[src/logic/pdsf_pkg.sv]
// package for the pwm dead-band, sync, fault and output stage
// assumes a single 250 MHz pwm clock with synchronous reset
package pdsf_pkg;
	localparam int unsigned NUM_GEN = 2;
	localparam int unsigned NUM_OUT = 4;
	localparam int unsigned NUM_FLT = 4;
	localparam int unsigned NUM_EVT = 6;
	localparam int unsigned CNT_W = 16;
	localparam int unsigned CLK_MHZ = 250;
	// event field positions within a generator's event vector
	localparam int unsigned EVT_ZERO = 0;
	localparam int unsigned EVT_LOAD = 1;
	localparam int unsigned EVT_A_UP = 2;
	localparam int unsigned EVT_A_DN = 3;
	localparam int unsigned EVT_B_UP = 4;
	localparam int unsigned EVT_B_DN = 5;
	// generator control field positions
	localparam int unsigned CTL_GLOBAL_UPD = 0;
	localparam int unsigned CTL_ALL_FLT = 1;
	localparam int unsigned CTL_LATCH = 2;
	localparam int unsigned CTL_MINPER_EN = 3;
	localparam int unsigned CTL_W = 4;
	localparam logic [CTL_W-1:0] CTL_RESET = 4'h0;
	localparam logic [CNT_W-1:0] WORD_RESET = 16'h0000;
	localparam logic [1:0] UPD_MODE_RESET = 2'h0;

	// update mode of a synchronised register
	typedef enum logic [1:0] {
		PDSF_UPD_IMMED,
		PDSF_UPD_LOCAL,
		PDSF_UPD_GLOBAL
	} pdsf_upd_e;

	// dead-band settings of one generator
	typedef struct packed {
		logic enable;
		logic [CNT_W-1:0] rise;
		logic [CNT_W-1:0] fall;
	} pdsf_db_s;

	// period and compare words of one generator
	typedef struct packed {
		logic [CNT_W-1:0] load;
		logic [CNT_W-1:0] cmpa;
		logic [CNT_W-1:0] cmpb;
	} pdsf_tim_s;
endpackage

[src/logic/pdsf_output_stage.sv]
// How it works
// RQ1: dead-band off passes both raw signals unchanged
// RQ2: dead-band on: first output delays first rise
// RQ3: second output inverted, rise delayed by fall
// RQ4: selected events OR into irq and adc trigger
// RQ5: irq and trigger use undelayed raw events
// RQ6: sync write zeroes selected counters together
// RQ7: immediate mode applies writes at once
// RQ8: local mode applies pending value at zero
// RQ9: global mode waits update bit then zero
// RQ10: load and compares use local or global
// RQ11: gate, edge, dead-band optional sync, immediate default
// RQ12: fault from pins or debug stall, per generator
// RQ13: control picks fault zero only or all
// RQ14: fault follows input or latches until cleared
// RQ15: minimum fault period stretches external faults
// RQ16: four fault pins with programmable polarity
// RQ17: source select ORs corrected chosen inputs
// RQ18: cause register shows which input faulted
// RQ19: module irq enable promotes fault to interrupt
// RQ20: configured outputs drive fault value during fault
// RQ21: output gate enables each pin independently
// RQ22: per-output inversion is the final step
// RQ23: events: zero, load, compare up and down
// RQ24: delays counted in clocks, faults synchronised
//
// back end of a two-generator pwm unit; counters and edge-action logic
// sit outside and feed raw signals and events in; registers are ports
// whose write strobes are one-cycle pulses
`timescale 1ns/1ns
module pdsf_output_stage #(
	parameter int unsigned NUM_GEN = pdsf_pkg::NUM_GEN,
	parameter int unsigned NUM_FLT = pdsf_pkg::NUM_FLT,
	parameter int unsigned CW = pdsf_pkg::CNT_W
) (
	input wire logic i_mclk,
	input wire logic i_rst,
	input wire logic [2*NUM_GEN-1:0] i_raw_signal,
	input wire logic [NUM_GEN*pdsf_pkg::NUM_EVT-1:0] i_counter_event,
	input wire logic [NUM_GEN-1:0] i_updown_mode,
	input wire logic [NUM_FLT-1:0] i_fault_input_pin,
	input wire logic i_debug_stall,
	input wire logic [NUM_GEN-1:0] i_stall_fault_en,
	input wire logic i_time_base_sync_wr,
	input wire logic [NUM_GEN-1:0] i_time_base_sync_reg,
	input wire logic [NUM_GEN*pdsf_pkg::CTL_W-1:0] i_generator_control_reg,
	input wire logic [NUM_GEN-1:0] i_global_update_set,
	input wire logic [NUM_GEN-1:0] i_tim_wr,
	input wire pdsf_pkg::pdsf_tim_s [NUM_GEN-1:0] i_tim_wdata,
	input wire logic [NUM_GEN-1:0] i_db_wr,
	input wire pdsf_pkg::pdsf_db_s [NUM_GEN-1:0] i_db_wdata,
	input wire logic [NUM_GEN*2-1:0] i_db_upd_mode,
	input wire logic i_gate_wr,
	input wire logic [2*NUM_GEN-1:0] i_output_gate_reg,
	input wire logic [1:0] i_gate_upd_mode,
	input wire logic [2*NUM_GEN-1:0] i_invert_reg,
	input wire logic [2*NUM_GEN-1:0] i_fault_override_select_reg,
	input wire logic [2*NUM_GEN-1:0] i_fault_drive_value_reg,
	input wire logic [NUM_GEN*NUM_FLT-1:0] i_fault_source_select_reg,
	input wire logic [NUM_FLT-1:0] i_fault_polarity_reg,
	input wire logic [NUM_GEN*CW-1:0] i_min_fault_duration_reg,
	input wire logic [NUM_GEN-1:0] i_fault_clear,
	input wire logic [NUM_GEN-1:0] i_module_irq_enable_reg,
	input wire logic [NUM_GEN*pdsf_pkg::NUM_EVT-1:0] i_irq_event_sel,
	input wire logic [NUM_GEN*pdsf_pkg::NUM_EVT-1:0] i_adc_event_sel,
	output logic [2*NUM_GEN-1:0] o_pwm_pin,
	output logic [NUM_GEN-1:0] o_counter_reset,
	output pdsf_pkg::pdsf_tim_s [NUM_GEN-1:0] o_tim_active,
	output logic [NUM_GEN-1:0] o_gen_irq,
	output logic [NUM_GEN-1:0] o_adc_trigger,
	output logic o_fault_irq,
	output logic [NUM_GEN-1:0] o_fault_active,
	output logic [NUM_GEN*NUM_FLT-1:0] o_fault_cause_reg
);
	localparam int unsigned NE = pdsf_pkg::NUM_EVT;
	localparam int unsigned NO = 2 * NUM_GEN;

	initial begin
		if (NUM_GEN < 1 || NUM_FLT < 1 || NUM_FLT > pdsf_pkg::NUM_FLT ||
		    CW < 2)
			$error("pdsf_output_stage: unsupported parameters");
	end

	// fault pins pass a two-flop synchroniser before any use
	logic [NUM_FLT-1:0] flt_meta_reg;
	logic [NUM_FLT-1:0] flt_sync_reg;
	always_ff @(posedge i_mclk) begin
		if (i_rst) begin
			flt_meta_reg <= '0;
			flt_sync_reg <= '0;
		end else begin
			flt_meta_reg <= i_fault_input_pin; // RQ24
			flt_sync_reg <= flt_meta_reg;
		end
	end
	logic [NUM_FLT-1:0] flt_true;
	assign flt_true = flt_sync_reg ^ i_fault_polarity_reg; // RQ16

	// output gate with optional sync to generator zero of gen 0
	logic [NO-1:0] gate_reg;
	logic [NO-1:0] gate_pend_reg;
	logic gate_busy_reg;
	logic gate_armed_reg;
	always_ff @(posedge i_mclk) begin
		if (i_rst) begin
			gate_reg <= '0;
			gate_pend_reg <= '0;
			gate_busy_reg <= 1'b0;
			gate_armed_reg <= 1'b0;
		end else if (i_gate_wr &&
		             i_gate_upd_mode == pdsf_pkg::PDSF_UPD_IMMED) begin
			gate_reg <= i_output_gate_reg; // RQ11
			gate_busy_reg <= 1'b0;
		end else if (i_gate_wr) begin
			gate_pend_reg <= i_output_gate_reg;
			gate_busy_reg <= 1'b1;
			gate_armed_reg <= (i_gate_upd_mode == pdsf_pkg::PDSF_UPD_LOCAL);
		end else begin
			if (i_global_update_set[0])
				gate_armed_reg <= 1'b1;
			if (gate_busy_reg && gate_armed_reg &&
			    i_counter_event[pdsf_pkg::EVT_ZERO]) begin
				gate_reg <= gate_pend_reg;
				gate_busy_reg <= 1'b0;
			end
		end
	end

	logic [NO-1:0] pin_next;
	logic [NUM_GEN-1:0] flt_any;

	genvar g;
	generate
		for (g = 0; g < NUM_GEN; g++) begin : gen_blk
			logic [pdsf_pkg::CTL_W-1:0] ctl;
			logic [NE-1:0] evt;
			logic zero_evt;
			assign ctl = i_generator_control_reg[g*pdsf_pkg::CTL_W +:
			                                     pdsf_pkg::CTL_W];
			// six events; match-up events are zero in down mode
			assign evt = i_updown_mode[g] ? i_counter_event[g*NE +: NE] :
			             (i_counter_event[g*NE +: NE] &
			              6'h2B); // RQ23
			assign zero_evt = evt[pdsf_pkg::EVT_ZERO];

			// counter reset from the sync write; irq and adc trigger from raw events
			always_ff @(posedge i_mclk) begin
				if (i_rst) begin
					o_counter_reset[g] <= 1'b0;
					o_gen_irq[g] <= 1'b0;
					o_adc_trigger[g] <= 1'b0;
				end else begin
					o_counter_reset[g] <= i_time_base_sync_wr &
					                      i_time_base_sync_reg[g]; // RQ6
					o_gen_irq[g] <= |(evt & i_irq_event_sel[g*NE +: NE]); // RQ4 RQ5
					o_adc_trigger[g] <= |(evt & i_adc_event_sel[g*NE +: NE]); // RQ4
				end
			end

			// load and compares: local or global by control bit
			pdsf_pkg::pdsf_tim_s tim_pend_reg;
			logic tim_busy_reg;
			logic tim_armed_reg;
			always_ff @(posedge i_mclk) begin
				if (i_rst) begin
					o_tim_active[g] <= '0;
					tim_pend_reg <= '0;
					tim_busy_reg <= 1'b0;
					tim_armed_reg <= 1'b0;
				end else if (i_tim_wr[g]) begin
					tim_pend_reg <= i_tim_wdata[g]; // RQ10
					tim_busy_reg <= 1'b1;
					tim_armed_reg <= ~ctl[pdsf_pkg::CTL_GLOBAL_UPD]; // RQ8
				end else begin
					if (i_global_update_set[g])
						tim_armed_reg <= 1'b1; // RQ9
					if (tim_busy_reg && tim_armed_reg && zero_evt) begin
						o_tim_active[g] <= tim_pend_reg; // RQ8 RQ9
						tim_busy_reg <= 1'b0;
					end
				end
			end

			// dead-band settings with optional sync
			pdsf_pkg::pdsf_db_s db_reg;
			pdsf_pkg::pdsf_db_s db_pend_reg;
			logic db_busy_reg;
			logic db_armed_reg;
			logic [1:0] db_mode;
			assign db_mode = i_db_upd_mode[g*2 +: 2];
			always_ff @(posedge i_mclk) begin
				if (i_rst) begin
					db_reg <= '0;
					db_pend_reg <= '0;
					db_busy_reg <= 1'b0;
					db_armed_reg <= 1'b0;
				end else if (i_db_wr[g] &&
				             db_mode == pdsf_pkg::PDSF_UPD_IMMED) begin
					db_reg <= i_db_wdata[g]; // RQ7 RQ11
					db_busy_reg <= 1'b0;
				end else if (i_db_wr[g]) begin
					db_pend_reg <= i_db_wdata[g];
					db_busy_reg <= 1'b1;
					db_armed_reg <= (db_mode == pdsf_pkg::PDSF_UPD_LOCAL);
				end else begin
					if (i_global_update_set[g])
						db_armed_reg <= 1'b1;
					if (db_busy_reg && db_armed_reg && zero_evt) begin
						db_reg <= db_pend_reg;
						db_busy_reg <= 1'b0;
					end
				end
			end

			// dead-band: count clocks since last input edge
			logic raw_a_reg;
			logic [CW-1:0] db_cnt_reg;
			logic raw_a;
			assign raw_a = i_raw_signal[2*g];
			always_ff @(posedge i_mclk) begin
				if (i_rst) begin
					raw_a_reg <= 1'b0;
					db_cnt_reg <= '0;
				end else begin
					raw_a_reg <= raw_a;
					if (raw_a != raw_a_reg)
						db_cnt_reg <= {{(CW-1){1'b0}}, 1'b1};
					else if (db_cnt_reg != {CW{1'b1}})
						db_cnt_reg <= db_cnt_reg + 1'b1; // RQ24
				end
			end
			logic dly_done_rise;
			logic dly_done_fall;
			logic [1:0] db_out;
			assign dly_done_rise = (raw_a == raw_a_reg) &&
			                       (db_cnt_reg >= db_reg.rise);
			assign dly_done_fall = (raw_a == raw_a_reg) &&
			                       (db_cnt_reg >= db_reg.fall);
			always_comb begin
				if (db_reg.enable) begin
					db_out[0] = raw_a & (dly_done_rise ||
					            db_reg.rise == '0); // RQ2
					db_out[1] = ~raw_a & (dly_done_fall ||
					            db_reg.fall == '0); // RQ3
				end else begin
					db_out = i_raw_signal[2*g +: 2]; // RQ1
				end
			end

			// fault detection, latch and minimum duration
			logic [NUM_FLT-1:0] src_mask;
			logic [NUM_FLT-1:0] hit;
			logic ext_flt;
			logic [CW-1:0] min_cnt_reg;
			logic latch_reg;
			logic [NUM_FLT-1:0] cause_reg;
			assign src_mask = ctl[pdsf_pkg::CTL_ALL_FLT] ?
			                  i_fault_source_select_reg[g*NUM_FLT +: NUM_FLT] :
			                  {{(NUM_FLT-1){1'b0}}, 1'b1}; // RQ13
			assign hit = flt_true & src_mask; // RQ17
			assign ext_flt = |hit;
			always_ff @(posedge i_mclk) begin
				if (i_rst) begin
					min_cnt_reg <= '0;
					latch_reg <= 1'b0;
					cause_reg <= '0;
				end else begin
					if (ext_flt && ctl[pdsf_pkg::CTL_MINPER_EN])
						min_cnt_reg <= i_min_fault_duration_reg[g*CW +: CW]; // RQ15
					else if (min_cnt_reg != '0)
						min_cnt_reg <= min_cnt_reg - 1'b1;
					// a new fault wins over a clear in the same cycle
					if (ext_flt && ctl[pdsf_pkg::CTL_LATCH])
						latch_reg <= 1'b1; // RQ14
					else if (i_fault_clear[g])
						latch_reg <= 1'b0;
					if (ext_flt)
						cause_reg <= cause_reg | hit; // RQ18
					else if (i_fault_clear[g] || !ctl[pdsf_pkg::CTL_LATCH])
						cause_reg <= '0;
				end
			end
			assign flt_any[g] = ext_flt || latch_reg || min_cnt_reg != '0 ||
			                    (i_debug_stall & i_stall_fault_en[g]); // RQ12

			// fault override, gate, then inversion last; a local pair
			// keeps each generator's process the only writer of its bits
			logic [1:0] pin_g;
			always_comb begin
				for (int k = 0; k < 2; k++) begin
					pin_g[k] = (i_fault_override_select_reg[2*g+k] &&
					            flt_any[g]) ?
					           i_fault_drive_value_reg[2*g+k] :
					           db_out[k]; // RQ20
					pin_g[k] = (pin_g[k] & gate_reg[2*g+k]) ^
					           i_invert_reg[2*g+k]; // RQ21 RQ22
				end
			end
			assign pin_next[2*g +: 2] = pin_g;
		end
	endgenerate

	// registered outputs
	always_ff @(posedge i_mclk) begin
		if (i_rst) begin
			o_pwm_pin <= '0;
			o_fault_active <= '0;
			o_fault_irq <= 1'b0;
		end else begin
			o_pwm_pin <= pin_next;
			o_fault_active <= flt_any;
			o_fault_irq <= |(flt_any & i_module_irq_enable_reg); // RQ19
		end
	end

	generate
		for (g = 0; g < NUM_GEN; g++) begin : cause_out
			assign o_fault_cause_reg[g*NUM_FLT +: NUM_FLT] =
			       gen_blk[g].cause_reg;
		end
	endgenerate
endmodule

[config.mk]
export PLATFORM = sky130hd
export DESIGN_NAME = pdsf_output_stage
export DESIGN_NICKNAME = d
export VERILOG_FILES = /design/src/logic/pdsf_pkg.sv /design/src/logic/pdsf_output_stage.sv
export SDC_FILE = /design/constraint.sdc
export NUM_CORES = 1
export LEC_CHECK = 0
export BUFFER_PORTS_ARGS = -buffer_cell sky130_fd_sc_hd__buf_2
export CORE_AREA = 2 2 199 201
export DETAILED_ROUTE_END_ITERATION = 10
export DIE_AREA = 0 0 201 203
export PLACE_DENSITY_LB_ADDON = 0.12
export REMOVE_ABC_BUFFERS = 1
export SYNTH_ARGS = -nofsm -noshare
export SYNTH_HDL_FRONTEND = slang
export SYNTH_SLANG_ARGS = --single-unit
[constraint.sdc]
create_clock -name i_mclk -period 2.6 [get_ports i_mclk]
set_input_delay 0.26 -clock i_mclk [delete_from_list [all_inputs] [get_ports i_mclk]]
set_output_delay 0.26 -clock i_mclk [all_outputs]
set_load 0.01 [all_outputs]
==> flow_summary.yaml <==
hold_path:
  hp-class: "input pin to register"
  min_from: "i_counter_event[11]"
sta:
  tightest_slew_ns: 0.860
  hold_ws_ns: 0.0228
  final-setup-viol-count: 2
  hold_viol: 0
  rsz0062_at_grt: "true"
  fin_crit_ns: 2.63
  tns_ns: -0.0419
  fin_skew_ns: 0.0118
  fmax_ghz: 0.380
  relSlewSlack_pct: 42.6
  fin_ws_ns: -0.0288
  fin_crit_sh_pct: 101
  drv_slew: 0
power_and_ir_drop:
  max-vdd-ir-drop_mv: 0.539
  clockPowerShare_pct: 40.9
  p_sw_w: 0.00423
  seqPwrFrac_pct: 44.7
  p_leak_nw: 10.7
  p_int_w: 0.0122
  powerDensity_nw_per_um2: 648
  power.total_w: 0.0165
  sw_frac_of_total_pct: 25.7
  p_comb_share_pct: 14.4
drt:
  ant_nets: 0
  wire_per_inst_um: 16.8
  avgViaCountPerCell: 5.23
  drt_iter0_markers: 953
  first_pass_iters: 5
  drc: 0
  wl_um: 56300
  vias: 17600
logic_synthesis:
  synthFlopType: "dfxtp_1"
  ys_async_sr_fraction_pct: 0
  synth_edf_count: 0
  yosysSeqAreaShare_pct: 46.9
  syn_area_sq_um: 18700
  synth_seq_cells: 439
  syn_area_per_cell_sq_um: 8.61
  synth_cell_type_count: 56
  syn_inst: 2176
  ys.warnings.count: 0
global_route:
  grtUsageTotal_pct: 26.9
  grt_pass1_wl_um: 89700
  grt_pass1_vias: 17600
  grt_max_degree: 103
  grt_remaining_overflow: 0
  grt_antenna_before_repair: 9
worst_setup_path:
  ff2ff_setup_slack_ns: -0.03
  crit_start: "gen_blk[0].min_cnt_reg[0]"
  max_stage_delay_ns: 0.45
  end_kind: "register"
  crit_family: "simple AND/OR/NAND/NOR gates"
  regToRegStartpoint: "gen_blk[0].min_cnt_reg[0]"
  path_cells: "inv_2 -> ha_4 -> or4b_4 -> or3_4 -> nor3_4 -> a31oi_4 -> a211o_1 -> a2bb2oi_1 -> mux2_4"
  crit_path_start_kind: "register"
  path_class: "register to register"
  crit_path_top_delay_cell: "or4b_4"
  crit_buf_inv: 1
  worstPathArrival_ns: 3.10
  cp.required_ns: 3.07
  crit_path_max_fanout: 2
finish:
  drive_gt1_share_pct: 20.1
  layout.nets: 3169
  syn_to_final_growth_pct: 35.6
  fin_area_sq_um: 25400
floorplanning:
  rows: 72
  die_w_um: 201
  core-area_sq_um: 38500
  die_area_sq_um: 40800
  start_util_pct: 48.7
  die_h_um: 203
  io_pins: 418
placement:
  port_buffers: 417
  placed_area_sq_um: 21500
  dp_hpwl_um: 38200
  place.gp.congestion: 0.909
clock_tree:
  clkSinkCount: 439
  cts.htree.levels: 2
  clock_latency_ns: 0.59
  root_buffer: "clkbuf_16"
  path_clk_slew_ns: 0.06
  cts_tree: "yes"
  ctsLongestPathBuffers: 3
  numCtsBuffers: 47
outcome:
  outcome: "finished with violations"
  violations: "negative setup slack"
flow_run:
  maxCapViolCount: 0
power by group through the flow:
| stage | Combinational (W) | Clock [W] | Sequential [W] |
|---|---|---|---|
| 6_report | 0.00237 | 0.00674 | 0.00735 |
| 5_1_grt | 0.00261 | 0.00714 | 0.00740 |
| 4_1_cts | 0.00232 | 0.00686 | 0.00734 |
| 3_5_place_dp | 0.00203 | 0 | 0.00749 |
| 3_3_place_gp | 0.00197 | 0 | 0.00747 |
| 2_1_floorplan | 0.00120 | 0 | 0.00744 |
cell usage after synthesis, drive strengths merged, types with 4 or more instances:
library cell / instances / area share (%)
a21oi: 220 / 5.9
mux2i: 178 / 9.5
nor4: 24 / 0.88
a31oi: 11 / 0.37
a211oi: 95 / 3.8
ha: 68 / 4.5
nand3: 28 / 0.75
clkbuf: 102 / 2.0
o21a: 12 / 0.48
and2: 5 / 0.17
nor2b: 26 / 0.87
dfxtp: 439 / 47
o211ai: 4 / 0.16
nand4: 24 / 0.80
nand2b: 16 / 0.53
nor3: 32 / 0.91
and4: 5 / 0.23
xor2: 27 / 1.3
o21ai: 26 / 0.69
a22oi: 13 / 0.52
a41o: 4 / 0.21
a311oi: 4 / 0.19
o31ai: 5 / 0.20
inv: 87 / 1.7
buf: 17 / 0.34
xnor2: 22 / 1.0
or4: 5 / 0.22
and3: 10 / 0.33
nand2: 379 / 7.6
or3: 8 / 0.32
nor2: 245 / 4.9
a22o: 4 / 0.19
area by class of cell:
| type | count | area, sq um |
|---|---|---|
| repair buffers | 694 | 4820 |
| diodes | 5 | 12.5 |
| fillers | 3193 | 13100 |
| well taps | 518 | 648 |
| multi-input cells | 1531 | 9250 |
| clock buffers | 73 | 1420 |
| flip-flops and latches | 439 | 8790 |
| inverters | 87 | 327 |
| clock inverters | 12 | 136 |
worst min-delay path, delay by kind of cell:
kind	cells	cell delay (ns)
AOI/OAI and AO/OA	2	0.21
buffers and inverters	1	0.09
cell usage in the layout, fill, tap and decap left out, drive strengths merged, types with 16 or more instances in the layout:
cell type and count:
buf 468, dfxtp 439, nand2 379, nor2 245
dlygate4sd3 226, a21oi 220, mux2i 178, a211oi 95
inv 88, clkbuf 73, ha 68, nor3 32
nand3 28, xor2 27, nor2b 26, o21ai 26
nand4 24, nor4 24, xnor2 22, nand2b 16
per-layer routing:
layer / up-vias / part of all wire, % / global-route usage (%)
li1: 8732 / - / -
met1: 8132 / 42 / 32.3
met2: 569 / 47 / 46.1
met3: 145 / 7.1 / 7.16
met4: 4 / 3.8 / 10.3
met5: - / 0.055 / 0
stage by stage:
step	util (%)	setup WS (ns)	std cells
after global placement	56.0	0.0296	3042
after detailed placement	56.0	-0.0302	3042
final	66.0	-0.0288	3359
after global routing	66.0	-0.0856	3359
after CTS	65.9	0.00500	3353
after floorplan	-	-2.68	2057
cells by family after synthesis:
| group | after synthesis | synth area share, % |
|---|---|---|
| AO/OA/AOI/OAI | 414 | 13.4 |
| XOR/XNOR | 49 | 2.29 |
| adder cells (fa/ha/maj) | 68 | 4.54 |
| buffers and inverters | 206 | 4.13 |
| flip-flops | 439 | 46.9 |
| multiplexers | 180 | 9.65 |
| AND/OR/NAND/NOR | 820 | 19.1 |
what timing repair did:
action | CTS | global route
pin swaps | 0 | 4
endpoints found under the hold margin | 215 | 0
endpoints found under the setup margin | 1 | 5
hold buffers | 226 | 0
setup buffers | 0 | 1
gates resized for setup | 2 | 10
worst paths after layout:
path	cells after the start	to
max reg2reg	9	o_pwm_pin[1]
max	9	o_pwm_pin[1]
min reg2reg	1	flt_sync_reg[0]
min	3	o_gen_irq[1]
Power figures use the tool's default switching activity.
